<file path="config.mk">
export PLATFORM = sky130hd
export DESIGN_NAME = dsc_stop_ctrl
export DESIGN_NICKNAME = d
export VERILOG_FILES = /design/src/common/dsc_pkg.sv /design/src/design/dsc_stop_ctrl.sv
export VERILOG_INCLUDE_DIRS = /design/src /design/src/common
export SDC_FILE = /design/constraint.sdc
export NUM_CORES = 1
export LEC_CHECK = 0
export BUFFER_PORTS_ARGS = -buffer_cell sky130_fd_sc_hd__buf_4
export CORE_MARGIN = 2
export CORE_UTILIZATION = 40
export CTS_CLUSTER_DIAMETER = 120
export DETAILED_ROUTE_END_ITERATION = 8
export MAX_ROUTING_LAYER = met4
export PLACE_DENSITY = 0.71
export REMOVE_ABC_BUFFERS = 1
export SETUP_SLACK_MARGIN = 0.15
export SYNTH_ARGS = -nofsm -noshare
export SYNTH_HDL_FRONTEND = slang
export SYNTH_SLANG_ARGS = --single-unit
</file>
<file path="constraint.sdc">
create_clock -name clk -period 6.6 [get_ports clk]
set_clock_uncertainty 0.2 [all_clocks]
set_input_delay 1.32 -clock clk [delete_from_list [all_inputs] [get_ports clk]]
set_output_delay 1.32 -clock clk [all_outputs]
set_load 0.02 [all_outputs]
</file>
<file path="src/common/dsc_params.svh">
// Purpose: constants for the drive stop and coast restart control
// Assumes: 250 MHz core clock, registers reached over APB
// Notes: frequency in 0.01 Hz, current in 0.001 x rated, time in 0.01 s, retry wait in 0.1 s
`ifndef DSC_PARAMS_SVH
`define DSC_PARAMS_SVH
// ----------------------------------------
// register byte offsets
// ----------------------------------------
`define DSC_OFS_CTRL 8'h00
`define DSC_OFS_RETRY 8'h04
`define DSC_OFS_FLOOR 8'h08
`define DSC_OFS_RCUR 8'h0C
`define DSC_OFS_RDEC 8'h10
`define DSC_OFS_ASGN_LO 8'h14
`define DSC_OFS_ASGN_HI 8'h18
`define DSC_OFS_FREQ 8'h1C
`define DSC_OFS_BASE 8'h20
`define DSC_OFS_RAMP 8'h24
`define DSC_OFS_STAT 8'h28
`define DSC_OFS_OUTF 8'h2C
// ----------------------------------------
// setting codes
// ----------------------------------------
`define DSC_SRC_PANEL 2'h2
`define DSC_KEY_ON 2'h0
`define DSC_KEY_OFF 2'h1
`define DSC_STOP_COAST 1'b1
`define DSC_RST_ZERO 2'h0
`define DSC_RST_FMATCH 2'h1
`define DSC_RST_ACTIVE 2'h2
`define DSC_SF_MAX 2'h1
`define DSC_SF_SET 2'h2
`define DSC_FUNC_COAST 8'h0B
// ----------------------------------------
// reset values and limits
// ----------------------------------------
`define DSC_RETRY_RST 16'h000A
`define DSC_RETRY_MIN 16'h0003
`define DSC_RETRY_MAX 16'h03E8
`define DSC_FLOOR_RST 16'h0000
`define DSC_FLOOR_MAX 16'h9C40
`define DSC_RCUR_RST 16'h03E8
`define DSC_RCUR_MIN 16'h00C8
`define DSC_RCUR_MAX_SMALL 16'h07D0
`define DSC_RCUR_MAX_LARGE 16'h0708
`define DSC_RDEC_RST 16'h0032
`define DSC_RDEC_MIN 16'h000A
`define DSC_RDEC_MAX 16'h0BB8
`define DSC_SETF_RST 16'h1388
`define DSC_MAXF_RST 16'h1770
`define DSC_BASEF_RST 16'h1388
`define DSC_RAMP_RST 16'h03E8
// ----------------------------------------
// timing
// ----------------------------------------
`define DSC_CLK_PERIOD_NS 4
`define DSC_HUND_NS 10000000
`define DSC_HUND_CYCLES (`DSC_HUND_NS / `DSC_CLK_PERIOD_NS)
`define DSC_HUND_PER_TENTH 16'h000A
`endif

</file>
<file path="src/common/dsc_pkg.sv">
// Purpose: types of the drive stop and coast restart control
// Assumes: widths of the values in the constants header
// Notes: bus, measurement and drive ports travel as packed structs
`default_nettype none
package dsc_pkg;
  typedef enum logic [2:0] {
    DSC_IDLE, DSC_RUN, DSC_DECEL, DSC_COAST, DSC_WAIT, DSC_MATCH
  } dsc_mode_type;

  typedef struct packed {
    logic [1:0] restart_start_freq_select;
    logic [1:0] coast_restart_mode_select;
    logic stop_mode_select;
    logic [1:0] panel_stop_key_select;
    logic [1:0] run_source_select;
  } dsc_ctrl_type;

  typedef struct packed {
    logic psel;
    logic penable;
    logic pwrite;
    logic [7:0] paddr;
    logic [31:0] pwdata;
  } dsc_apb_req_type;

  typedef struct packed {
    logic [31:0] prdata;
    logic pready;
    logic pslverr;
  } dsc_apb_rsp_type;

  typedef struct packed {
    logic [15:0] residual_freq;
    logic volt_match;
    logic [15:0] out_current;
  } dsc_meas_type;

  typedef struct packed {
    logic gate_on;
    logic [15:0] out_freq;
    logic climit_en;
    logic [15:0] climit_level;
    logic trip_reset;
  } dsc_drive_type;

  typedef struct packed {
    dsc_mode_type mode;
    dsc_ctrl_type ctrl;
    logic [15:0] retry;
    logic [15:0] floor;
    logic [15:0] rcur;
    logic [15:0] rdec;
    logic [63:0] asgn;
    logic [15:0] setf;
    logic [15:0] maxf;
    logic [15:0] basef;
    logic [15:0] accel;
    logic [15:0] decel;
    logic [10:0] sync1;
    logic [10:0] sync2;
    logic [1:0] key_prev;
    logic coast_prev;
    logic run_latch;
    logic kill_latch;
    logic [15:0] int_freq;
    logic [15:0] target;
    logic [31:0] hund_cnt;
    logic tick;
    logic [23:0] acc;
    logic [15:0] wait_cnt;
    dsc_apb_rsp_type rsp;
    dsc_drive_type drv;
  } dsc_state_type;
endpackage : dsc_pkg

`default_nettype wire

</file>
<file path="src/design/dsc_stop_ctrl.sv">
// Purpose: stop key, stop mode and coast restart control of a motor drive
// Assumes: pins synchronised here, measurements on the core clock
// Notes: one 10 ms tick paces every ramp and the retry wait
//
// Contract
// - stop key setting matters only when runs come from terminals
// - panel run source: panel key always stops and resets trips
// - key code 00 stop+reset, 01 neither, 02 reset only
// - stop mode 00 ramps down over decel time, 01 coasts
// - stop mode applies to panel and terminal stops alike
// - run during coasting restarts through the restart mode
// - coast-stop active switches output stage off
// - coast-stop taken from any of eight inputs coded 11
// - coast while asserted, matching restarts after retry wait 0.3 to 100.0 s
// - panel run source: coast release needs a fresh run command
// - restart codes 00 zero start, 01 match, 02 active match
// - matching falls back to zero when detected at or below floor
// - restart mode also governs restarts after trip reset
// - zero start begins at 0 Hz and skips the retry wait
// - matching locks onto motor frequency after the wait
// - matching may start at zero below half base frequency
// - active match start frequency: interrupt, maximum or set
// - active match ramps down at restart decel, current held
// - restart current 0.20 to 2.00 (large 1.80) rated, default 1.00
// - on voltage match ramp back to the set frequency
`timescale 1ns/1ps
`default_nettype none
`include "dsc_params.svh"

module dsc_stop_ctrl #(
  parameter int unsigned HUND_CYCLES = `DSC_HUND_CYCLES,
  parameter bit LARGE_UNIT = 1'b0
) (
  // clock and reset
  input wire logic clk,
  input wire logic reset_n,
  // register bus
  input wire dsc_pkg::dsc_apb_req_type apb_req,
  output var dsc_pkg::dsc_apb_rsp_type apb_rsp,
  // terminal and panel pins
  input wire logic term_run,
  input wire logic [7:0] mfi,
  input wire logic panel_run_key,
  input wire logic panel_stop_key,
  // trip state and measurements
  input wire logic trip_active,
  input wire dsc_pkg::dsc_meas_type meas,
  // drive outputs
  output var dsc_pkg::dsc_drive_type drive
);

  // ----------------------------------------
  // helpers
  // ----------------------------------------
  function automatic logic [15:0] clamp16(input logic [15:0] v,
                                          input logic [15:0] lo,
                                          input logic [15:0] hi);
    logic [15:0] r;
    r = v;
    if (v < lo) r = lo;
    if (v > hi) r = hi;
    return r;
  endfunction : clamp16

  function automatic logic coast_hit(input logic [63:0] asgn,
                                     input logic [7:0] lines);
    logic hit;
    hit = 1'b0;
    for (int i = 0; i < 8; i++) begin
      if (lines[i] && asgn[i*8 +: 8] == `DSC_FUNC_COAST) hit = 1'b1;
    end
    return hit;
  endfunction : coast_hit

  dsc_pkg::dsc_state_type st;
  dsc_pkg::dsc_state_type n;

  logic panel_src;
  logic term_s;
  logic coast_act;
  logic coast_req;
  logic coast_fall;
  logic run_key_press;
  logic stop_key_press;
  logic stop_key_act;
  logic reset_key_act;
  logic run_req;
  logic [15:0] rcur_max;
  logic [15:0] rcur_eff;
  logic [15:0] rdec_eff;
  logic [15:0] floor_eff;
  logic [15:0] wait_tgt;
  logic wait_done;
  logic half_base_low;
  logic bus_access;

  // ----------------------------------------
  // command decode
  // ----------------------------------------
  assign panel_src = st.ctrl.run_source_select == `DSC_SRC_PANEL;
  assign term_s = st.sync2[0];
  assign coast_act = coast_hit(st.asgn, st.sync2[10:3]);
  // a trip cuts the output like a coast-stop, so its reset resumes alike
  assign coast_req = coast_act | trip_active;
  assign coast_fall = st.coast_prev & ~coast_act;
  assign run_key_press = st.sync2[1] & ~st.key_prev[0];
  assign stop_key_press = st.sync2[2] & ~st.key_prev[1];
  assign stop_key_act = stop_key_press & ~trip_active &
    (panel_src | st.ctrl.panel_stop_key_select == `DSC_KEY_ON);
  assign reset_key_act = stop_key_press & trip_active &
    (panel_src | st.ctrl.panel_stop_key_select != `DSC_KEY_OFF);
  assign run_req = panel_src ? st.run_latch : (term_s & ~st.kill_latch);
  assign rcur_max = LARGE_UNIT ? `DSC_RCUR_MAX_LARGE : `DSC_RCUR_MAX_SMALL;
  assign rcur_eff = clamp16(st.rcur, `DSC_RCUR_MIN, rcur_max);
  assign rdec_eff = clamp16(st.rdec, `DSC_RDEC_MIN, `DSC_RDEC_MAX);
  assign floor_eff = clamp16(st.floor, 16'h0000, `DSC_FLOOR_MAX);
  assign wait_tgt = 16'(clamp16(st.retry, `DSC_RETRY_MIN, `DSC_RETRY_MAX) *
    `DSC_HUND_PER_TENTH);
  assign wait_done = st.mode == dsc_pkg::DSC_WAIT && !coast_req && run_req &&
    st.wait_cnt >= wait_tgt;
  assign half_base_low = st.int_freq <= {1'b0, st.basef[15:1]};
  assign bus_access = apb_req.psel & apb_req.penable;

  // ----------------------------------------
  // next state
  // ----------------------------------------
  logic [23:0] acc_in;
  logic [15:0] rate;
  logic step_ok;

  always_comb begin
    n = st;
    acc_in = st.acc + (st.tick ? 24'(st.maxf) : 24'h000000);
    rate = st.accel;
    step_ok = 1'b1;
    // pins: the first stage feeds only the second
    n.sync1 = {mfi, panel_stop_key, panel_run_key, term_run};
    n.sync2 = st.sync1;
    n.key_prev = st.sync2[2:1];
    n.coast_prev = coast_act;
    n.drv.trip_reset = reset_key_act;
    // tick
    n.tick = 1'b0;
    n.hund_cnt = st.hund_cnt + 32'h00000001;
    if (st.hund_cnt >= 32'(HUND_CYCLES - 1)) begin
      n.hund_cnt = 32'h00000000;
      n.tick = 1'b1;
    end
    // run and stop latches
    if (run_key_press) n.run_latch = 1'b1;
    if (stop_key_act || trip_active || (coast_fall && panel_src)) begin
      n.run_latch = 1'b0;
    end
    if (!term_s) n.kill_latch = 1'b0;
    if (stop_key_act && !panel_src) n.kill_latch = 1'b1;
    // ramp: acc gains maxf per tick, one 0.01 Hz step per rate drained
    if (st.mode == dsc_pkg::DSC_MATCH) begin
      rate = rdec_eff;
      step_ok = meas.out_current <= rcur_eff;
    end else if (st.drv.out_freq > st.target) begin
      rate = st.decel;
    end
    if (rate == 16'h0000) rate = 16'h0001;
    n.acc = acc_in;
    if (st.drv.out_freq == st.target) begin
      n.acc = 24'h000000;
    end else if (step_ok && acc_in >= 24'(rate)) begin
      n.acc = acc_in - 24'(rate);
      if (st.drv.out_freq > st.target) begin
        n.drv.out_freq = st.drv.out_freq - 16'h0001;
      end else begin
        n.drv.out_freq = st.drv.out_freq + 16'h0001;
      end
    end
    // mode sequence
    if (coast_req) begin
      if (st.drv.gate_on) n.int_freq = st.drv.out_freq;
      n.mode = dsc_pkg::DSC_COAST;
      n.drv.out_freq = 16'h0000;
    end else begin
      unique case (st.mode)
        dsc_pkg::DSC_IDLE: begin
          n.drv.out_freq = 16'h0000;
          if (run_req) n.mode = dsc_pkg::DSC_RUN;
        end
        dsc_pkg::DSC_RUN, dsc_pkg::DSC_DECEL: begin
          if (!run_req) begin
            if (st.ctrl.stop_mode_select == `DSC_STOP_COAST) begin
              n.int_freq = st.drv.out_freq;
              n.mode = dsc_pkg::DSC_COAST;
              n.drv.out_freq = 16'h0000;
            end else if (st.drv.out_freq == 16'h0000) begin
              n.mode = dsc_pkg::DSC_IDLE;
            end else begin
              n.mode = dsc_pkg::DSC_DECEL;
            end
          end else begin
            n.mode = dsc_pkg::DSC_RUN;
          end
        end
        dsc_pkg::DSC_COAST: begin
          n.drv.out_freq = 16'h0000;
          if (run_req && !(coast_fall && panel_src)) begin
            if (st.ctrl.coast_restart_mode_select == `DSC_RST_ZERO) begin
              n.mode = dsc_pkg::DSC_RUN;
            end else begin
              n.mode = dsc_pkg::DSC_WAIT;
              n.wait_cnt = 16'h0000;
            end
          end
        end
        dsc_pkg::DSC_WAIT: begin
          n.drv.out_freq = 16'h0000;
          if (st.tick) n.wait_cnt = st.wait_cnt + 16'h0001;
          if (!run_req) begin
            n.mode = dsc_pkg::DSC_COAST;
          end else if (wait_done) begin
            if (st.ctrl.coast_restart_mode_select == `DSC_RST_ACTIVE) begin
              n.mode = dsc_pkg::DSC_MATCH;
              n.drv.out_freq = st.int_freq;
              if (st.ctrl.restart_start_freq_select == `DSC_SF_MAX) begin
                n.drv.out_freq = st.maxf;
              end
              if (st.ctrl.restart_start_freq_select == `DSC_SF_SET) begin
                n.drv.out_freq = st.setf;
              end
            end else begin
              n.mode = dsc_pkg::DSC_RUN;
              if (meas.residual_freq > floor_eff && !half_base_low) begin
                n.drv.out_freq = meas.residual_freq;
              end
            end
          end
        end
        dsc_pkg::DSC_MATCH: begin
          if (!run_req) begin
            n.mode = (st.ctrl.stop_mode_select == `DSC_STOP_COAST) ?
              dsc_pkg::DSC_COAST : dsc_pkg::DSC_DECEL;
          end else if (meas.volt_match) begin
            n.mode = dsc_pkg::DSC_RUN;
          end
        end
        default: n.mode = dsc_pkg::DSC_IDLE;
      endcase
    end
    n.target = (n.mode == dsc_pkg::DSC_RUN) ? st.setf : 16'h0000;
    n.drv.gate_on = n.mode == dsc_pkg::DSC_RUN ||
      n.mode == dsc_pkg::DSC_DECEL || n.mode == dsc_pkg::DSC_MATCH;
    n.drv.climit_en = n.mode == dsc_pkg::DSC_MATCH;
    n.drv.climit_level = rcur_eff;
    // apb: one wait state, write lands on the completing edge
    n.rsp.pready = 1'b0;
    n.rsp.pslverr = 1'b0;
    n.rsp.prdata = 32'h00000000;
    if (bus_access && !st.rsp.pready) begin
      n.rsp.pready = 1'b1;
      unique case (apb_req.paddr)
        `DSC_OFS_CTRL: n.rsp.prdata = 32'(st.ctrl);
        `DSC_OFS_RETRY: n.rsp.prdata = 32'(st.retry);
        `DSC_OFS_FLOOR: n.rsp.prdata = 32'(st.floor);
        `DSC_OFS_RCUR: n.rsp.prdata = 32'(st.rcur);
        `DSC_OFS_RDEC: n.rsp.prdata = 32'(st.rdec);
        `DSC_OFS_ASGN_LO: n.rsp.prdata = st.asgn[31:0];
        `DSC_OFS_ASGN_HI: n.rsp.prdata = st.asgn[63:32];
        `DSC_OFS_FREQ: n.rsp.prdata = {st.maxf, st.setf};
        `DSC_OFS_BASE: n.rsp.prdata = 32'(st.basef);
        `DSC_OFS_RAMP: n.rsp.prdata = {st.decel, st.accel};
        `DSC_OFS_STAT: n.rsp.prdata = 32'({st.drv.climit_en, run_req,
          coast_act, st.drv.gate_on, st.mode});
        `DSC_OFS_OUTF: n.rsp.prdata = {st.int_freq, st.drv.out_freq};
        default: n.rsp.pslverr = 1'b1;
      endcase
    end
    if (bus_access && st.rsp.pready && apb_req.pwrite) begin
      unique case (apb_req.paddr)
        `DSC_OFS_CTRL: n.ctrl = apb_req.pwdata[8:0];
        `DSC_OFS_RETRY: n.retry = apb_req.pwdata[15:0];
        `DSC_OFS_FLOOR: n.floor = apb_req.pwdata[15:0];
        `DSC_OFS_RCUR: n.rcur = apb_req.pwdata[15:0];
        `DSC_OFS_RDEC: n.rdec = apb_req.pwdata[15:0];
        `DSC_OFS_ASGN_LO: n.asgn[31:0] = apb_req.pwdata;
        `DSC_OFS_ASGN_HI: n.asgn[63:32] = apb_req.pwdata;
        `DSC_OFS_FREQ: {n.maxf, n.setf} = apb_req.pwdata;
        `DSC_OFS_BASE: n.basef = apb_req.pwdata[15:0];
        `DSC_OFS_RAMP: {n.decel, n.accel} = apb_req.pwdata;
        default: n.rsp.pslverr = 1'b0;
      endcase
    end
  end

  // ----------------------------------------
  // state register
  // ----------------------------------------
  always_ff @(posedge clk or negedge reset_n) begin
    if (!reset_n) begin
      st <= '0;
      st.retry <= `DSC_RETRY_RST;
      st.floor <= `DSC_FLOOR_RST;
      st.rcur <= `DSC_RCUR_RST;
      st.rdec <= `DSC_RDEC_RST;
      st.setf <= `DSC_SETF_RST;
      st.maxf <= `DSC_MAXF_RST;
      st.basef <= `DSC_BASEF_RST;
      st.accel <= `DSC_RAMP_RST;
      st.decel <= `DSC_RAMP_RST;
    end else begin
      st <= n;
    end
  end

  assign apb_rsp = st.rsp;
  assign drive = st.drv;
endmodule : dsc_stop_ctrl

`default_nettype wire

</file>
==> impl_metrics.tcl <==
set metrics [dict create \
    status "complete, no violations" \
    routed_wl_um 76100 \
    dp_hpwl_um 56100 \
    num_rows 90 \
    post_synth.cell_area_avg_sq_um 10.7 \
    timing.final.crit_share_pct 93.0 \
    wl_per_cell_um 23.6 \
    dr.pass1.iters 8 \
    crit_start "st[403]" \
    fin_total_pwr_mw 5.66 \
    cts_tree "built" \
    setup_violations 0 \
    relSlewSlack_pct 9.29 \
    cts_buffers 47 \
    max-cap-violations 0 \
    r2r_start "st[403]" \
    rsz0062_at_grt "false" \
    endpoint_kind "register" \
    grt_pass1_wl_um 116000 \
    final_cell_count_no_fill 3223 \
    yosysWarnings 0 \
    critPathMaxStageDelay_ns 0.41 \
    drive_above_1_share_pct 26.3 \
    drt-initial-drc-count 1970 \
    grt_pass1_vias 19300 \
    max-clock-path-buffers 3 \
    crit_arrival_ns 6.42 \
    worst-path-max-fanout 16 \
    postRouteAntennaNets 0 \
    die_x_um 250 \
    p_leak_nw 13.3 \
    hold_viol 0 \
    tightest_slew_ns 1.35 \
    via_per_inst 5.94 \
    syn_inst 2259 \
    cts-root-buf "clkbuf_16" \
    dp_cells 3128 \
    drc 0 \
    fp.dieH_um 250 \
    place_congestion 0.947 \
    core_sq_um 60000 \
    cp_slowest_cell "dfrtp_1" \
    grt.total_usage_pct 24.8 \
    synth_top_area_share_pct 39.5 \
    synth_largest_area_cell "dfrtp_1" \
    start_util_pct 40.2 \
    num-nets-final 2644 \
    fin_util_pct 46.2 \
    netlist_area_sq_um 24100 \
    io_buffers 158 \
    crit_type "register to register" \
    hp-class "register to register" \
    ys_top_cells_by_area "dfrtp_1 40%, mux2_2 11%, ha_1 7.6%, dfstp_2 4.4%, nor2_1 2.8%" \
    synth_seq_area_share_pct 43.9 \
    ys_types 81 \
    slew_viol_final 0 \
    grt_start_max_net_pins 150 \
    holdCritStartpoint "n[187]" \
    ir_drop_uv 247 \
    htreeDepth 2 \
    clk_latency_ns 0.61 \
    path_delay_family "compound AO/OA/AOI/OAI gates" \
    synth_edf_count 0 \
    synthFlopType "dfrtp_1" \
    syn_to_final_growth_pct 14.9 \
    power_density_nw_per_um2 204 \
    ys_ff_latch 421 \
    start_kind "register" \
    num_vias 19100 \
    antenna_found_initial 0 \
    cts.sinks 421 \
    postCtsHoldBufs 0 \
    critPathBufInv 5 \
    cp.required_ns 6.88 \
    layout_min_cycle_time_ns 6.14 \
    clk_pin_slew_worst_paths_ns 0.06 \
    max_freq_mhz 163 \
    synthArstFlopShare_pct 100 \
    overflow 0 \
    pin_count 159 \
    die-area_sq_um 62300 \
]
what timing repair did:
item	in CTS	in global routing
endpoints found under the setup margin	31	55
resized for setup	6	20
setup buffers	1	7
pin swaps	1	10
gates cloned	0	0
metrics by stage:
| stage | setup TNS, ns | hold WS [ns] | cell area [sq um] | worst slack, ns |
|---|---|---|---|---|
| 6_report | 0 | 0.147 | 27700 | 0.464 |
| 5_1_grt | 0 | 0.162 | 27700 | 0.168 |
| 3_3_place_gp | 0 | 0.136 | 26000 | 0.0352 |
| 4_1_cts | 0 | 0.149 | 27600 | 0.104 |
| 2_1_floorplan | -3.53 | 0.131 | 23300 | -0.241 |
| 3_5_place_dp | -2.56 | 0.136 | 26000 | -0.178 |
metal layers:
| layer | routed length, um | part of all wire, % | track usage [%] |
|---|---|---|---|
| met2 | 35400 | 46 | 39.2 |
| met5 | 0 | 0 | - |
| met1 | 32100 | 42 | 32.1 |
| met4 | 2690 | 3.5 | 8.93 |
| met3 | 5940 | 7.8 | 4.48 |
area by class of cell:
class,instances,area (sq um)
Tap cell,782,978
Antenna cell,1,2.50
Multi-Input combinational cell,1622,12500
Clock inverter,22,193
Fill cell,5527,32300
Sequential cell,421,10600
Timing Repair Buffer,228,1770
Clock buffer,64,1320
Inverter,83,312
cell usage in the layout (no fill, tap or decap), types with 16 or more instances in the layout:
cell,count
dfrtp_1,380
mux2_2,239
buf_4,223
nor2_1,174
ha_1,147
a21oi_1,104
nand2_1,99
inv_1,82
xnor2_1,50
a22oi_1,49
clkbuf_16,47
xor2_1,44
nand3_1,42
a21o_1,41
and2_1,40
dfstp_2,40
o21ai_0,39
a221oi_1,36
a22o_1,35
mux2i_1,34
nor2b_1,33
a211oi_1,30
nand4_1,29
nor3_1,26
conb_1,26
a31oi_1,24
a222oi_1,19
and3_1,16
synth_stat cells (41+ instances only):
library cell	instances
dfrtp_1	381
mux2_2	239
nor2_1	179
ha_1	147
a21oi_1	111
nand2_1	99
inv_1	83
buf_4	72
clkbuf_1	55
xnor2_1	50
a22oi_1	49
o21ai_0	45
xor2_1	44
nand3_1	42
a21o_1	41
state kept, by name, summed over array words and instances (netlist names):
register,cells
st,339
drive,35
apb_rsp,34
n,13
worst register-to-register path, delay by kind of cell (launching register included):
kind                       cells  cell delay, ns
AOI/OAI and AO/OA             15            2.65
and+or+nand+nor                5            1.06
buffers and inverters          5            0.76
adders and majority gates      3            0.73
DFF                            1            0.41
xor gates and xnor gates       1            0.21
where the power goes:
part / switching, mW / total (mW) / internal (mW)
sequential: 0.0180 / 2.62 / 2.61
combinational: 0.253 / 0.426 / 0.173
clock: 1.12 / 2.61 / 1.49
worst paths after layout:
kind | slack [ns] | cells past startpoint | end
max | 0.46 | 29 | st[156]
min | 0.15 | 0 | st[187]
max reg2reg | 0.46 | 29 | st[156]
min reg2reg | 0.15 | 0 | st[187]
max in group asynchronous | 4.17 | 2 | st[251]
min in group asynchronous | 0.59 | 1 | st[124]
cells by family (layout without fill, tap and decap cells):
kind of cell             count (synthesis)  count (layout)  share of synthesized area (%)
adder cells (fa/ha/maj)                151             151                           7.96
XOR/XNOR                                94              94                           3.41
AND/OR/NAND/NOR                        579             579                           12.3
AO/OA/AOI/OAI                          498             498                           14.9
multiplexers                           274             274                           12.6
other                                    2              27                         0.0311
buffers and inverters                  240             397                           4.93
flip-flops                             421             421                           43.9
(Power assumes the default switching activity.)
